### src/hmc_pkg.sv
// Constants for the host miscellaneous control register bank.
package hmc_pkg;

   // ===========================================================
   // Host register offsets
   localparam logic [7:0] OFS_SCRATCH_TEST  = 8'h00;
   localparam logic [7:0] OFS_PIN_EXTENSION = 8'h05;
   localparam logic [7:0] OFS_SELFTEST_CTRL = 8'h0A;
   localparam logic [7:0] OFS_TSMON_CTRL    = 8'h2F;

   // ===========================================================
   // Reset values
   localparam logic [7:0] RST_SCRATCH_TEST  = 8'h00;
   localparam logic [3:0] RST_PIN_VALUE     = 4'h0;
   localparam logic [3:0] RST_PIN_DIRECTION = 4'hF;
   localparam logic [7:0] RST_SELFTEST_CTRL = 8'h00;
   localparam logic [7:0] RST_TSMON_CTRL    = 8'h00;

   // Value returned for write-only and unmapped offsets
   localparam logic [7:0] RD_NONE           = 8'h00;

   // ===========================================================
   // Pin extension field layout
   localparam int PIN_COUNT   = 4;
   localparam int PIN_DIR_LSB = 0;
   localparam int PIN_VAL_LSB = 4;

   // Self-test field layout
   localparam int ST_AFU_LSB  = 0;
   localparam int AFU_COUNT   = 4;
   localparam int ST_CU_FAIL  = 4;
   localparam int ST_RUN      = 5;

   // Timeslot monitor control field layout
   localparam int MON_CH_LSB  = 0;
   localparam int MON_CH_W    = 5;
   localparam int MON_VALID   = 5;
   localparam int MON_SNAP    = 6;

   // ===========================================================
   // Monitor request states
   typedef enum logic [1:0] {
      HMC_MON_IDLE,
      HMC_MON_WAIT,
      HMC_MON_RUN,
      HMC_MON_HELD
   } hmc_mon_state_t;

endpackage : hmc_pkg

### src/hmc_regs.sv
// Host miscellaneous control registers: scratch, pin extension, self-test, monitor select.
//
// Operation
// - Eight-bit scratch at 00H, host read/write, resets to zero, no side effect.
// - Scratch writes are accepted only while write protection is released.
// - Protected writes are gated by the unlock level from the protection register.
// - Pin with direction bit one reads back its sampled pin level.
// - Pin register resets to 0FH; directions low nibble, values high nibble.
// - Host writing run one starts self-test; run bit stays one while running.
// - Hardware clears the run bit when the self-test completes.
// - Fail bits mean something only after a started self-test has finished.
// - Central-unit fail bit is one on RAM error, zero otherwise.
// - One fail bit per filter unit 0 to 3 in bits 0 to 3.
// - Fail bits read-only; self-test register write protected, resets to zero.
// - Write-only monitor control at 2FH reads back as zero.
// - Five-bit channel field selects which timeslot 0 to 31 is captured.
// - Writing monitor-valid one starts a monitor request for the channel.
// - Writing monitor-valid zero clears poll flag and stops continuous updates.
// - Snapshot mode captures once after a valid write, then holds.
// - Snapshot raises interrupt on capture; poll clears on the next monitor control write.
// - Continuous mode with valid set captures every matching timeslot outside a monitor control write cycle.
// - Continuous mode interrupts once per request, on first available data.
// - Availability sets monitor bit in interrupt request and status registers.
`timescale 1ns/1ps
`default_nettype none

module hmc_regs
   import hmc_pkg::*;
(
   input  wire logic       clk_sys,
   input  wire logic       sys_rst,
   // Host parallel register port
   input  wire logic [7:0] host_addr,
   input  wire logic [7:0] host_wdata,
   input  wire logic       host_wr,
   input  wire logic       host_rd,
   output logic      [7:0] host_rdata,
   // Unlock level from the protection register
   input  wire logic       write_unlocked,
   // General-purpose pins, split into input, output and enable
   input  wire logic [3:0] pin_extension_in,
   output logic      [3:0] pin_extension_out,
   output logic      [3:0] pin_extension_oe,
   // RAM self-test engines
   output logic            selftest_start,
   input  wire logic       selftest_done,
   input  wire logic       central_unit_fail_in,
   input  wire logic [3:0] filter_unit_fail_in,
   // Timeslot processing and monitor capture
   input  wire logic       timeslot_strobe,
   input  wire logic [4:0] timeslot_number,
   output logic      [4:0] monitor_channel_select,
   output logic            monitor_capture,
   output logic            monitor_irq_set,
   output logic            monitor_available_flag,
   output logic            monitor_poll_flag
);

   // ==========================================================
   // Address decoding
   // Shared by the write and read paths so both see one map
   function automatic logic addr_hit(input logic [7:0] addr, input logic [7:0] ofs);
      addr_hit = (addr == ofs);
   endfunction : addr_hit

   // One write strobe per register
   logic wr_scratch;
   logic wr_pins;
   logic wr_selftest;
   logic wr_monitor;

   // Write strobes per register
   assign wr_scratch  = host_wr && addr_hit(host_addr, OFS_SCRATCH_TEST);
   assign wr_pins     = host_wr && addr_hit(host_addr, OFS_PIN_EXTENSION);
   assign wr_selftest = host_wr && addr_hit(host_addr, OFS_SELFTEST_CTRL);
   assign wr_monitor  = host_wr && addr_hit(host_addr, OFS_TSMON_CTRL);

   // ==========================================================
   // Scratch register
   // Protection lives outside; only its unlock level arrives here
   logic [7:0] scratch_test_ff;

   // Plain storage; only the read path looks at it
   always_ff @(posedge clk_sys) begin
      if (sys_rst) begin
         scratch_test_ff <= RST_SCRATCH_TEST;
      end else if (wr_scratch && write_unlocked) begin
         scratch_test_ff <= host_wdata;
      end
   end

   // ==========================================================
   // Pin extension
   // Pin levels taken as synchronous; no extra flops on the way in
   logic [3:0] pin_direction_control_ff;
   logic [3:0] pin_extension_value_ff;
   logic [3:0] pin_read_value;

   // Not protected, so the host can toggle pins at any time
   always_ff @(posedge clk_sys) begin
      if (sys_rst) begin
         pin_direction_control_ff <= RST_PIN_DIRECTION;
         pin_extension_value_ff   <= RST_PIN_VALUE;
      end else if (wr_pins) begin
         pin_direction_control_ff <= host_wdata[PIN_DIR_LSB +: PIN_COUNT];
         pin_extension_value_ff   <= host_wdata[PIN_VAL_LSB +: PIN_COUNT];
      end
   end

   // Per-pin drive and readback mux
   genvar gp;
   generate
      for (gp = 0; gp < PIN_COUNT; gp = gp + 1) begin : g_pin
         // Direction one means input: enable off, read the pin
         assign pin_extension_oe[gp]  = ~pin_direction_control_ff[gp];
         assign pin_extension_out[gp] = pin_extension_value_ff[gp];
         assign pin_read_value[gp]    = pin_direction_control_ff[gp]
                                      ? pin_extension_in[gp]
                                      : pin_extension_value_ff[gp];
      end
   endgenerate

   // ==========================================================
   // RAM self-test control
   // Fail bits are only meaningful once a started run has ended
   logic       selftest_run_ff;
   logic       central_unit_fail_ff;
   logic [3:0] filter_unit_fail_ff;
   logic       selftest_start_ff;
   logic       selftest_go;

   // A second start while running is ignored; the engine has no restart
   assign selftest_go = wr_selftest && write_unlocked && host_wdata[ST_RUN]
                        && !selftest_run_ff;

   // Run bit: host sets, hardware clears on completion
   always_ff @(posedge clk_sys) begin
      if (sys_rst) begin
         selftest_run_ff <= RST_SELFTEST_CTRL[ST_RUN];
      end else if (selftest_go) begin
         selftest_run_ff <= 1'b1;
      end else if (selftest_done && selftest_run_ff) begin
         selftest_run_ff <= 1'b0;
      end
   end

   // Results taken at completion only; host writes never reach them
   always_ff @(posedge clk_sys) begin
      if (sys_rst) begin
         central_unit_fail_ff <= RST_SELFTEST_CTRL[ST_CU_FAIL];
         filter_unit_fail_ff  <= RST_SELFTEST_CTRL[ST_AFU_LSB +: AFU_COUNT];
      end else if (selftest_done && selftest_run_ff) begin
         central_unit_fail_ff <= central_unit_fail_in;
         filter_unit_fail_ff  <= filter_unit_fail_in;
      end
   end

   // One-cycle launch pulse to the test engines
   always_ff @(posedge clk_sys) begin
      if (sys_rst) begin
         selftest_start_ff <= 1'b0;
      end else begin
         selftest_start_ff <= selftest_go;
      end
   end

   // Launch pulse straight from its flop
   assign selftest_start = selftest_start_ff;

   // ==========================================================
   // Timeslot monitor control
   // IDLE off, WAIT armed, RUN continuous after first data, HELD snapshot taken
   logic [4:0]     mon_channel_ff;
   logic           mon_snapshot_ff;
   hmc_mon_state_t mon_state_ff;
   hmc_mon_state_t nxt_mon_state;
   logic           mon_hit;
   logic           mon_first;
   logic           capture_ff;
   logic           irq_set_ff;
   logic           poll_ff;

   // Control fields; nothing of this register is readable
   always_ff @(posedge clk_sys) begin
      if (sys_rst) begin
         mon_channel_ff  <= RST_TSMON_CTRL[MON_CH_LSB +: MON_CH_W];
         mon_snapshot_ff <= RST_TSMON_CTRL[MON_SNAP];
      end else if (wr_monitor) begin
         mon_channel_ff  <= host_wdata[MON_CH_LSB +: MON_CH_W];
         mon_snapshot_ff <= host_wdata[MON_SNAP];
      end
   end

   // Selected timeslot passes while a request is live
   assign mon_hit = timeslot_strobe && (timeslot_number == mon_channel_ff)
                    && ((mon_state_ff == HMC_MON_WAIT) || (mon_state_ff == HMC_MON_RUN));
   assign mon_first = mon_hit && (mon_state_ff == HMC_MON_WAIT);

   // Request sequencing; a write takes precedence over a same-cycle hit
   always_comb begin
      nxt_mon_state = mon_state_ff;
      if (wr_monitor) begin
         if (host_wdata[MON_VALID]) begin
            nxt_mon_state = HMC_MON_WAIT;
         end else begin
            nxt_mon_state = HMC_MON_IDLE;
         end
      end else begin
         case (mon_state_ff)
            HMC_MON_WAIT: begin
               if (mon_hit) begin
                  nxt_mon_state = mon_snapshot_ff ? HMC_MON_HELD : HMC_MON_RUN;
               end
            end
            default: begin
               nxt_mon_state = mon_state_ff;
            end
         endcase
      end
   end

   // State register
   always_ff @(posedge clk_sys) begin
      if (sys_rst) begin
         mon_state_ff <= HMC_MON_IDLE;
      end else begin
         mon_state_ff <= nxt_mon_state;
      end
   end

   // Capture on every hit outside a control write; snapshot leaves WAIT after the first one
   always_ff @(posedge clk_sys) begin
      if (sys_rst) begin
         capture_ff <= 1'b0;
      end else begin
         capture_ff <= mon_hit && !wr_monitor;
      end
   end

   // Interrupt on first data only; later hits in RUN stay quiet
   always_ff @(posedge clk_sys) begin
      if (sys_rst) begin
         irq_set_ff <= 1'b0;
      end else begin
         irq_set_ff <= mon_first && !wr_monitor;
      end
   end

   // Poll flag: set by first data, cleared by any monitor control write
   always_ff @(posedge clk_sys) begin
      if (sys_rst) begin
         poll_ff <= 1'b0;
      end else if (mon_first && !wr_monitor) begin
         poll_ff <= 1'b1;
      end else if (wr_monitor) begin
         poll_ff <= 1'b0;
      end
   end

   // Outputs; both status flags share one flop so they never disagree
   assign monitor_channel_select = mon_channel_ff;
   assign monitor_capture        = capture_ff;
   assign monitor_irq_set        = irq_set_ff;
   assign monitor_available_flag = poll_ff;
   assign monitor_poll_flag      = poll_ff;

   // ==========================================================
   // Read path
   // Reads have no side effects, so the host may poll freely
   logic [7:0] rdata_ff;
   logic [7:0] nxt_rdata;

   // Unmapped and write-only offsets answer zero
   always_comb begin
      nxt_rdata = RD_NONE;
      if (addr_hit(host_addr, OFS_SCRATCH_TEST)) begin
         nxt_rdata = scratch_test_ff;
      end else if (addr_hit(host_addr, OFS_PIN_EXTENSION)) begin
         nxt_rdata = {pin_read_value, pin_direction_control_ff};
      end else if (addr_hit(host_addr, OFS_SELFTEST_CTRL)) begin
         nxt_rdata = {2'b00, selftest_run_ff, central_unit_fail_ff, filter_unit_fail_ff};
      end else if (addr_hit(host_addr, OFS_TSMON_CTRL)) begin
         nxt_rdata = RD_NONE;
      end
   end

   // Read data registered; holds until the next read
   always_ff @(posedge clk_sys) begin
      if (sys_rst) begin
         rdata_ff <= RD_NONE;
      end else if (host_rd) begin
         rdata_ff <= nxt_rdata;
      end
   end

   // Bus data straight from the read flop
   assign host_rdata = rdata_ff;

endmodule : hmc_regs

`default_nettype wire

### config.mk
export PLATFORM = sky130hd
export DESIGN_NAME = hmc_regs
export DESIGN_NICKNAME = d
export VERILOG_FILES = /design/src/hmc_pkg.sv /design/src/hmc_regs.sv
export SDC_FILE = /design/constraint.sdc
export NUM_CORES = 1
export LEC_CHECK = 0
export BUFFER_PORTS_ARGS = -buffer_cell sky130_fd_sc_hd__buf_2
export CAP_MARGIN = 20
export CORE_ASPECT_RATIO = 2
export CORE_MARGIN = 5
export CORE_UTILIZATION = 54
export CTS_CLUSTER_SIZE = 40
export DETAILED_ROUTE_END_ITERATION = 10
export PLACE_DENSITY_LB_ADDON = 0.3
export SLEW_MARGIN = 20
export SYNTH_ARGS = -nofsm -noshare
export SYNTH_HDL_FRONTEND = slang
export SYNTH_SLANG_ARGS = --single-unit
### constraint.sdc
create_clock -name clk_sys -period 2.71 [get_ports clk_sys]
set_input_delay 0.271 -clock clk_sys [delete_from_list [all_inputs] [get_ports clk_sys]]
set_output_delay 0.271 -clock clk_sys [all_outputs]
set_load 0.1 [all_outputs]
==> metrics.txt, run 1 <==
insertion delay to the later sink of the worst-skew pair=0.29 ns; Total Routing Usage GR=0.2136; syn_nets=252; Final Critical Period=roughly 1.7 ns; Worst R2R Start=monitor_channel_select[4]; Leak=~1.0 nW; clock skew=0.002675 ns; Slew headroom=0.5781; DIE HEIGHT=94.51 um; total die area=approximately 4900 um2; Synth Register Bits=42; Synth Flop Type=dfxtp_1; R2R depth=4; hold buffer count at cts=0; Slew @ Worst Pin=roughly 0.63 ns; Setup Buffers After CTS=0; GPL Wtd Cong=about 0.95; Root Driver=clkbuf_8; clk buf depth=2; Initial Util=0.5645; # clock sinks=42; leading cell type in the layout, fill and taps excluded=buf_2; DPL Wire Length=about 3.8 mm; post-place setup slack=between 0.7 and 0.8 ns; status=finished clean; CP Class=primary input to flip-flop; Avg Inst Size Synth=about 9 um2; # diodes=0; Synth cell types=35; Fillers=roughly 320; crit path max fanout=12; Critical Path RT=just under 3 ns; Hold Path Cell Cnt=3; initial antenna violation count=0; P&R area growth vs syn=19.53%; DRT antenna net count=0; P_sw=between 200 and 300 uW; via/cell ratio=5.481; CTS tree=done; die width=~52 um; R2R setup slack=1.08 ns; hold crit path type=primary input to flip-flop; Clock transition at path regs=approximately 0.07 ns; nets=roughly 310; Max Slew Vio Count=0; Internal=855.4 uW; final hold violation count=0; TritonRoute pass-1 iters=4; number of max-cap violations=0; total wire length=between 4 and 5 mm; Core Footprint=roughly 3400 um2; combinational share of power=0.077; Fmax=roughly 0.6 GHz; Final Cycle Share=0.6262; nature of the critical path endpoint=flip-flop; DR WL/cell=14.90 um; H-Tree Depth=2; CTS Buf Count=5; worst r2r dst=mon_state_ff[0]; DR iter-0 viols=35; min-delay src=filter_unit_fail_in[3]; DRC viols=0; Worst Setup Start Kind=primary input; P per Cell Area=481.9 nW/um2; Net Sw Frac=0.2299; sequential power share=0.556; Ys Warns=0; row count=30; async set or reset register ratio after synthesis=0; share of post-route cells with drive strength above 1=0.2868; Peak VDD IR=340.9 uV; GRT overflow=0; arrival time worst endpoint=around 1.9 ns; final worst setup slack=~1.0 ns; port bufs=between 60 and 70; Post-Syn Area=1928 um2; EDFF count, synth=0; via count=approximately 1,800; global-route wire length before repair=roughly 7.8 mm; post-synthesis sequential area ratio=0.4361; Clock Power Share=0.366; most frequent cells in the layout=62 x buf_2, 42 x dfxtp_1, 26 x nor2_1; hold path endpoint=filter_unit_fail_ff[3]; Ports=63; RSZ-0062 raised after global routing=no; vias in the first global route=roughly 1,700; Final setup violation count=0; Fin Setup TNS=0 ns; maximum number of pins on one net before global-route repair=27; post_cts resized=0; Mapped Cells=about 210; hold slack=0.2315 ns
## worst max-delay path: stages
cell and delay [ns]:
buf_2 0.12, or4_4 0.58, or3_1 0.56, a211o_1 0.36
## area by class of cell
class	count	area, um2	area share
well taps	48	60.06	0.02606
clock buffers	7	86.33	0.03746
clock inverters	1	5.005	0.002172
repair buffers	64	325.3	0.1412
flip-flops and latches	42	840.8	0.3648
multi-input cells	146	942.2	0.4088
inverters	12	45.04	0.01954
## metrics by stage
step	power, mW	area, um2	utilization	cells
floorplan	0.6804	1928	-	214
global placement	0.7174	2213	0.6480	312
detailed placement	0.7176	2213	0.6480	312
CTS	1.123	2305	0.6747	320
global route	1.163	2305	0.6747	320
finish	1.111	2305	0.6747	320
## sequential cells by signal (all words and copies together) (netlist names)
signal and cells:
central_unit_fail_ff 1, filter_unit_fail_ff 4, host_rdata 8, mon_snapshot_ff 1
mon_state_ff 2, monitor_available_flag 1, monitor_capture 1, monitor_channel_select 5
monitor_irq_set 1, pin_direction_control_ff 4, pin_extension_out 4, scratch_test_ff 8
selftest_run_ff 1, selftest_start 1
## power groups by stage
stage,clock (mW),combinational [mW],sequential [mW]
global route,0.451,0.0952,0.618
detailed placement,0,0.0854,0.632
floorplan,0,0.0453,0.635
CTS,0.419,0.0859,0.618
global placement,0,0.0852,0.632
finish,0.407,0.0859,0.618
## cell families (layout without fill, tap and decap cells)
family	Yosys count	count (layout)	share of synthesized area
fa+ha+maj	1	1	0.006488
compound gates	35	35	0.1168
simple gates	82	82	0.2226
buf+inv	26	84	0.07527
mux	23	23	0.1201
flops	42	42	0.4361
xor+xnor	5	5	0.02271
## worst max path at each step
stage | startpoint | end | slack (ns) | cells after the start
floorplan | monitor_channel_select[4] | mon_state_ff[0] | 0.68 | 4
global placement | host_addr[5] | pin_direction_control_ff[2] | 0.70 | 4
detailed placement | host_addr[5] | pin_direction_control_ff[1] | 0.70 | 4
CTS | host_addr[5] | pin_direction_control_ff[3] | 1.02 | 4
global route | host_addr[4] | host_rdata[3] | 0.94 | 5
finish | host_addr[5] | pin_direction_control_ff[3] | 1.01 | 4
## synth_stat cells (2+ instances only)
| library cell | number | area [um2] |
|---|---|---|
| a211o_1 | 4 | 35.03 |
| a21oi_1 | 19 | 95.09 |
| and3_1 | 2 | 12.51 |
| buf_2 | 2 | 10.01 |
| buf_6 | 3 | 33.78 |
| clkbuf_1 | 6 | 22.52 |
| dfxtp_1 | 42 | 840.8 |
| inv_1 | 12 | 45.04 |
| mux2i_1 | 22 | 220.2 |
| nand2_1 | 8 | 30.03 |
| nand2b_1 | 8 | 50.05 |
| nand3_1 | 16 | 80.08 |
| nor2_1 | 26 | 97.59 |
| nor3_1 | 7 | 35.03 |
| nor3b_1 | 2 | 15.01 |
| nor4_1 | 2 | 12.51 |
| o21a_1 | 2 | 15.01 |
| o221ai_1 | 6 | 52.55 |
| o22ai_1 | 2 | 12.51 |
| or2_2 | 2 | 12.51 |
| or3_1 | 2 | 12.51 |
| or4_4 | 2 | 22.52 |
| xor2_1 | 5 | 43.79 |
## per-layer routing
layer  vias up  track usage  routed length (um)
li1        856            -                   -
met1       816       0.1976                1576
met2        67       0.4034                2696
met3        15      0.04897                 308
met4         0       0.1237                 185
met5         -            0                   0
Power figures use the tool's default switching activity.
==> run 2, diff against run 1 <==
--- a/config.mk
+++ b/config.mk
@@ -5,11 +5,12 @@
 export SDC_FILE = /design/constraint.sdc
 export NUM_CORES = 1
 export LEC_CHECK = 0
+export ABC_AREA = 1
 export BUFFER_PORTS_ARGS = -buffer_cell sky130_fd_sc_hd__buf_2
 export CAP_MARGIN = 20
 export CORE_ASPECT_RATIO = 2
 export CORE_MARGIN = 5
-export CORE_UTILIZATION = 54
+export CORE_UTILIZATION = 45
 export CTS_CLUSTER_SIZE = 40
 export DETAILED_ROUTE_END_ITERATION = 10
 export PLACE_DENSITY_LB_ADDON = 0.3
==> constraint.sdc (replaced) <==
create_clock -name clk_sys -period 1.4 [get_ports clk_sys]
set_input_delay 0.14 -clock clk_sys [delete_from_list [all_inputs] [get_ports clk_sys]]
set_output_delay 0.14 -clock clk_sys [all_outputs]
set_load 0.1 [all_outputs]
==> run 2 against run 1 <==
Flip-flop and latch count is the same; largest power group unchanged; first-iteration DRC count rose by 20%; highest routed layer unchanged; routed wire length up 9.4%; critical endpoint is now pin_extension_oe[0].
==> metrics.txt, run 2 <==
status=finished clean; clock skew=0.007906 ns (+0.005231 ns); total power=2.380 mW (+110%); DRT antenna net count=0 (unchanged); Initial Util=0.4619 (-0.1025); multiplexer share of the synthesized area=0 (-0.1201); H-Tree Depth=2 (unchanged); Final Critical Period=1.337 ns; total die area=5970 um2 (+21%); Slew @ Worst Pin=0.4950 ns (-0.1365 ns); Synth Flop Type=dfxtp_1; P per Cell Area=916.2 nW/um2 (+90%); final hold violation count=0 (unchanged); Post-Synth XOR/XNOR Area=0 (-0.02271); Fillers=448 (+38%); Peak VDD IR=883.8 uV (+160%); DIE HEIGHT=104.4 um (+10%); # diodes=0 (unchanged); multi-input logic area=978.4 um2 (+3.9%); syn_nets=328 (+30%); row count=34 (+13%); nets=399 (+29%); Mapped Cells=290 (+36%); CP Class=flip-flop to output pin; Fin Setup TNS=0 ns (unchanged); crit path cell chain=clkinvlp_4 > buf_2; Fmax=approximately 0.75 GHz; P&R area growth vs syn=29.59%; post-synth top area share=0.4195 (-0.01660); GRT overflow=0 (unchanged); EDFF count, synth=0 (unchanged); Layout Cells excl Fill=416 (+30%); TritonRoute pass-1 iters=4 (unchanged); Sequential Area=868.3 um2 (+3.3%); CTS Buf Count=5 (unchanged); # clock sinks=42 (unchanged); async set or reset register ratio after synthesis=0 (unchanged); final worst setup slack=0.06268 ns (-0.9504 ns); most frequent cell after synthesis=nand2_1; min-delay src=selftest_done; Post-Synth Simple-Gate Area=0.3065 (+0.08391); hold buffer count at cts=0 (unchanged); Core Footprint=4339 um2 (+27%); post-synthesis adder-cell area fraction=0.006242 (-0.0002471); Ports=63 (unchanged); Max Slew Vio Count=0 (unchanged); R2R setup slack=0.09 ns (-0.99 ns); arrival time worst endpoint=1.20 ns (-0.69 ns); largest area contributor in the netlist=dfxtp_1; via count=2,070 (+18%); global-route wire length before repair=8.625 mm (+11%); post-synthesis sequential area ratio=0.4195 (-0.01660); final core utilization=0.5986 (-0.07611); dpl cells=407 (+30%); CTS tree=done; most frequent cells in the layout=62 x buf_2, 61 x nand2_1, 38 x nor2_1; DRC viols=0 (unchanged); hold crit path type=primary input to flip-flop; GPL Wtd Cong=0.8580 (-9.7%); Critical-path top delay cell=buf_2; commonest cells in the netlist=61 x nand2_1, 42 x dfxtp_1, 41 x nor2_1; Critical Path RT=1.26 ns (-1.64 ns); total wire length=5.217 mm (+9.4%); share of post-route cells with drive strength above 1=0.3287 (+0.04196); post-place setup slack=0.009076 ns (-0.6947 ns); DR WL/cell=12.54 um (-16%); Final Cycle Share=0.9552; number of max-cap violations=0 (unchanged); Clock transition at path regs=0.09 ns (+0.02 ns); die width=57.19 um (+9.5%); Synth Register Bits=42 (unchanged); Total Routing Usage GR=0.1822 (-0.03147); nature of the critical path endpoint=output pin; initial antenna violation count=0 (unchanged); CP startpoint=pin_direction_control_ff[0]; via/cell ratio=4.976 (-9.2%); Synth cell types=26 (-26%); maximum number of pins on one net before global-route repair=22 (-19%); RSZ-0062 raised after global routing=yes; Leak=1.238 nW (+18%); Worst R2R Start=mon_state_ff[1]; Final setup violation count=0 (unchanged); Root Driver=clkbuf_8; complex-gate fraction of the synthesized area=0.1604 (+0.04362); DR iter-0 viols=42 (+20%); leading cell type in the layout, fill and taps excluded=buf_2; Worst Setup Start Kind=flip-flop; Avg Inst Size Synth=6.912 um2 (-23%); insertion delay to the later sink of the worst-skew pair=0.30 ns (about the same); Slew headroom=0.6723 (+0.09416); vias in the first global route=1,999 (+18%); Post-Syn Area=2004 um2 (+4.0%); DPL Wire Length=4.281 mm (+14%); crit path max fanout=3 (-9); Ys Warns=0 (unchanged); clk buf depth=2 (unchanged); largest family of logic cells by synthesized area=simple AND/OR/NAND/NOR gates; top cells by area, synth=dfxtp_1 42%, nand2_1 11%, nor2_1 7.7%; Crit path largest cell delay=0.42 ns (-0.16 ns); port bufs=62 (unchanged)
==> run 2: final timing paths <==
path,to,cells past startpoint
max,pin_extension_oe[0],2
min,selftest_run_ff,2
max reg2reg,monitor_available_flag,9
min reg2reg,scratch_test_ff[5],2
==> run 2: metal layers <==
layer,wire (um),GRT usage,vias to the layer above,share of wire
met3,220,0.02981,14,0.042
met5,0,0,-,0
met4,191,0.09121,0,0.037
met1,1938,0.1808,936,0.37
li1,-,-,1069,-
met2,2867,0.3445,51,0.55
==> run 2: cell type report <==
class | count | area share
Clock buffer | 5 | 0.02649
Multi-Input combinational cell | 197 | 0.3767
Timing Repair Buffer | 72 | 0.1532
Tap cell | 54 | 0.02601
Inverter | 43 | 0.06792
Sequential cell | 42 | 0.3343
Clock inverter | 3 | 0.01541
==> run 2: repair_timing <==
action / 4_1_cts / 5_1_grt
pin swaps: 1 / 9
buffers inserted: 0 / 1
endpoints found under the setup margin: 2 / 5
gates resized for setup: 2 / 5
==> run 2: through the flow <==
stage,area [um2],hold slack (ns)
detailed placement,2455,0.3737
finish,2597,0.05873
global placement,2455,0.3684
floorplan,2051,0.2571
global route,2597,0.06827
CTS,2571,0.05322
==> run 2: kinds of logic after synthesis <==
logic type / count (synthesis)
and+or+nand+nor: 139
AOI/OAI and AO/OA: 57
buffers and inverters: 51
DFF: 42
adders and majority gates: 1
==> run 2: critical path: cells and delay by family (launching register included) <==
family                 cells  cell delay (ns)
buffers and inverters      2             0.52
flip-flops                 1             0.37
==> run 2: power breakdown <==
part / internal (mW) / switching (mW) / total [mW]
Clock: 0.525 / 0.434 / 0.959
Combinational: 0.0831 / 0.147 / 0.230
Sequential: 1.19 / 0.00239 / 1.19
Total: 1.80 / 0.584 / 2.38
==> run 3, diff against run 2 <==
--- a/config.mk
+++ b/config.mk
@@ -14,6 +14,7 @@
 export CTS_CLUSTER_SIZE = 40
 export DETAILED_ROUTE_END_ITERATION = 10
 export PLACE_DENSITY_LB_ADDON = 0.3
+export RECOVER_POWER = 100
 export SLEW_MARGIN = 20
 export SYNTH_ARGS = -nofsm -noshare
 export SYNTH_HDL_FRONTEND = slang
==> run 3 against run 2 <==
Sequential share of layout area grew 0.66 points; cell area shrank 2.1%; maximum frequency shrank 1.3%; via count grew 0.34%; clock power grew 0.7%; largest power group unchanged.
==> metrics.txt, run 3 (synthesis gave the netlist of run 2 again) <==
Worst Setup Start Kind=flip-flop; Hold Path Cell Cnt=2 (unchanged); met2 global-route usage=0.3445 (unchanged); via count=2,077 (+0.34%); GPL Wtd Cong=0.8580 (unchanged); GR peak layer=met2; Core Footprint=4339 um2 (unchanged); Critical Path RT=1.26 ns (about the same); DPL Wire Length=4.281 mm (unchanged); DIE HEIGHT=104.4 um (unchanged); status=finished clean; H-Tree Depth=2 (unchanged); vias in the first global route=1,999 (unchanged); Max Slew Vio Count=0 (unchanged); port bufs=62 (unchanged); final hold violation count=0 (unchanged); Fmax=0.7382 GHz (-1.3%); Slew @ Worst Pin=0.5491 ns (+0.05413 ns); hold crit path type=primary input to flip-flop; P per Cell Area=935.2 nW/um2 (+2.1%); number of max-cap violations=0 (unchanged); CTS Buf Count=5 (unchanged); clk buf depth=2 (unchanged); global-route wire length before repair=8.625 mm (unchanged); CP Class=flip-flop to output pin; Final Cycle Share=0.9676 (+0.01237); via/cell ratio=4.993 (+0.34%); leading cell type in the layout, fill and taps excluded=nand2_1; hold slack=0.05488 ns (-0.003853 ns); DRC viols=0 (unchanged); # clock sinks=42 (unchanged); total die area=5970 um2 (unchanged); DR WL/cell=12.57 um (+0.21%); P&R area growth vs syn=26.90%; DR iter-0 viols=34 (-19%); GRT overflow=0 (unchanged); hold path endpoint=selftest_run_ff; Final Critical Period=1.355 ns (+0.01731 ns); nature of the critical path endpoint=output pin; hold buffer count at cts=0 (unchanged); Slew headroom=0.6355 (-0.03680); DRT antenna net count=0 (unchanged); # diodes=0 (unchanged); RSZ-0062 raised after global routing=yes; R2R setup slack=0.09 ns (about the same); total wire length=5.228 mm (+0.21%); Worst R2R Start=mon_state_ff[1]; final core utilization=0.5862 (-0.01240); initial antenna violation count=0 (unchanged); arrival time worst endpoint=1.21 ns (about the same); Leak=1.191 nW (-3.8%); worst r2r dst=monitor_available_flag; Initial Util=0.4619 (unchanged); Final setup violation count=0 (unchanged); Peak VDD IR=882.1 uV (-0.19%); crit path max fanout=3 (unchanged); insertion delay to the later sink of the worst-skew pair=0.30 ns (about the same); Ports=63 (unchanged); min-delay src=selftest_done; share of post-route cells with drive strength above 1=0.2956 (-0.03315); Total Routing Usage GR=0.1822 (unchanged); Layout Cells excl Fill=416 (unchanged); CTS tree=done; dpl cells=407 (unchanged); die width=57.19 um (unchanged); R2R depth=9 (unchanged); row count=34 (unchanged); maximum number of pins on one net before global-route repair=22 (unchanged); routing usage on met1=0.1808 (unchanged); Root Driver=clkbuf_8; most frequent cells in the layout=63 x nand2_1, 42 x nor2_1, 36 x inv_1; Clock transition at path regs=0.09 ns (about the same); met3 usage in global routing=0.02981 (unchanged); TritonRoute pass-1 iters=4 (unchanged); nets=399 (unchanged); clock skew=0.006192 ns (-0.001713 ns)
-- run 3: per-stage QoR --
| step | total power, mW | worst slack (ns) | setup TNS, ns | instance area [um2] |
|---|---|---|---|---|
| after floorplan | 1.345 | -0.1149 | -0.2294 | 2051 |
| after global placement | 1.445 | 0.07286 | 0 | 2455 |
| after detailed placement | 1.448 | 0.009076 | 0 | 2455 |
| after CTS | 2.398 | 0.01337 | 0 | 2571 |
| after global routing | 2.459 | -0.07350 | -0.1507 | 2544 |
| final | 2.379 | 0.04537 | 0 | 2544 |
-- run 3: metal layers --
metal / routed length (um) / share of wire
met5: 0 / 0
met4: 182 / 0.035
met3: 261 / 0.050
met2: 2866 / 0.55
met1: 1917 / 0.37
-- run 3: area by class of cell --
cell class,instances,area [um2]
Clock buffer,5,68.82
Clock inverter,3,40.04
Fill cell,459,1795
Inverter,43,176.4
Multi-Input combinational cell,197,939.7
Sequential cell,42,867.1
Tap cell,54,67.56
Timing Repair Buffer,72,384.1
-- run 3: report_power, final --
part           switching, mW  internal [mW]
clock                  0.441          0.525
combinational          0.142         0.0809
sequential           0.00252           1.19
-- run 3: worst max-delay path by stage --
stage / from / to / slack [ns] / cells after the start
5_1_grt: mon_state_ff[1] / mon_state_ff[1] / -0.07 / 9
3_5_place_dp: mon_state_ff[1] / mon_state_ff[1] / 0.009 / 9
2_1_floorplan: pin_direction_control_ff[2] / host_rdata[6] / -0.11 / 6
6_report: pin_direction_control_ff[0] / pin_extension_oe[0] / 0.05 / 2
3_3_place_gp: mon_state_ff[1] / mon_state_ff[0] / 0.07 / 8
4_1_cts: mon_state_ff[1] / mon_state_ff[0] / 0.01 / 9
-- run 3: worst max-delay path, stage by stage (launching register included) --
cell and delay [ns]:
dfxtp_1 0.46, clkinvlp_4 0.15, buf_2 0.30
-- run 3: timing repair --
action                                  in CTS  in global routing
endpoints found under the setup margin       2                  5
endpoints found under the hold margin        0                  0
resized for setup                            2                  5
buffers inserted                             0                  1
pin swaps                                    1                  9
cloned                                       0                  0
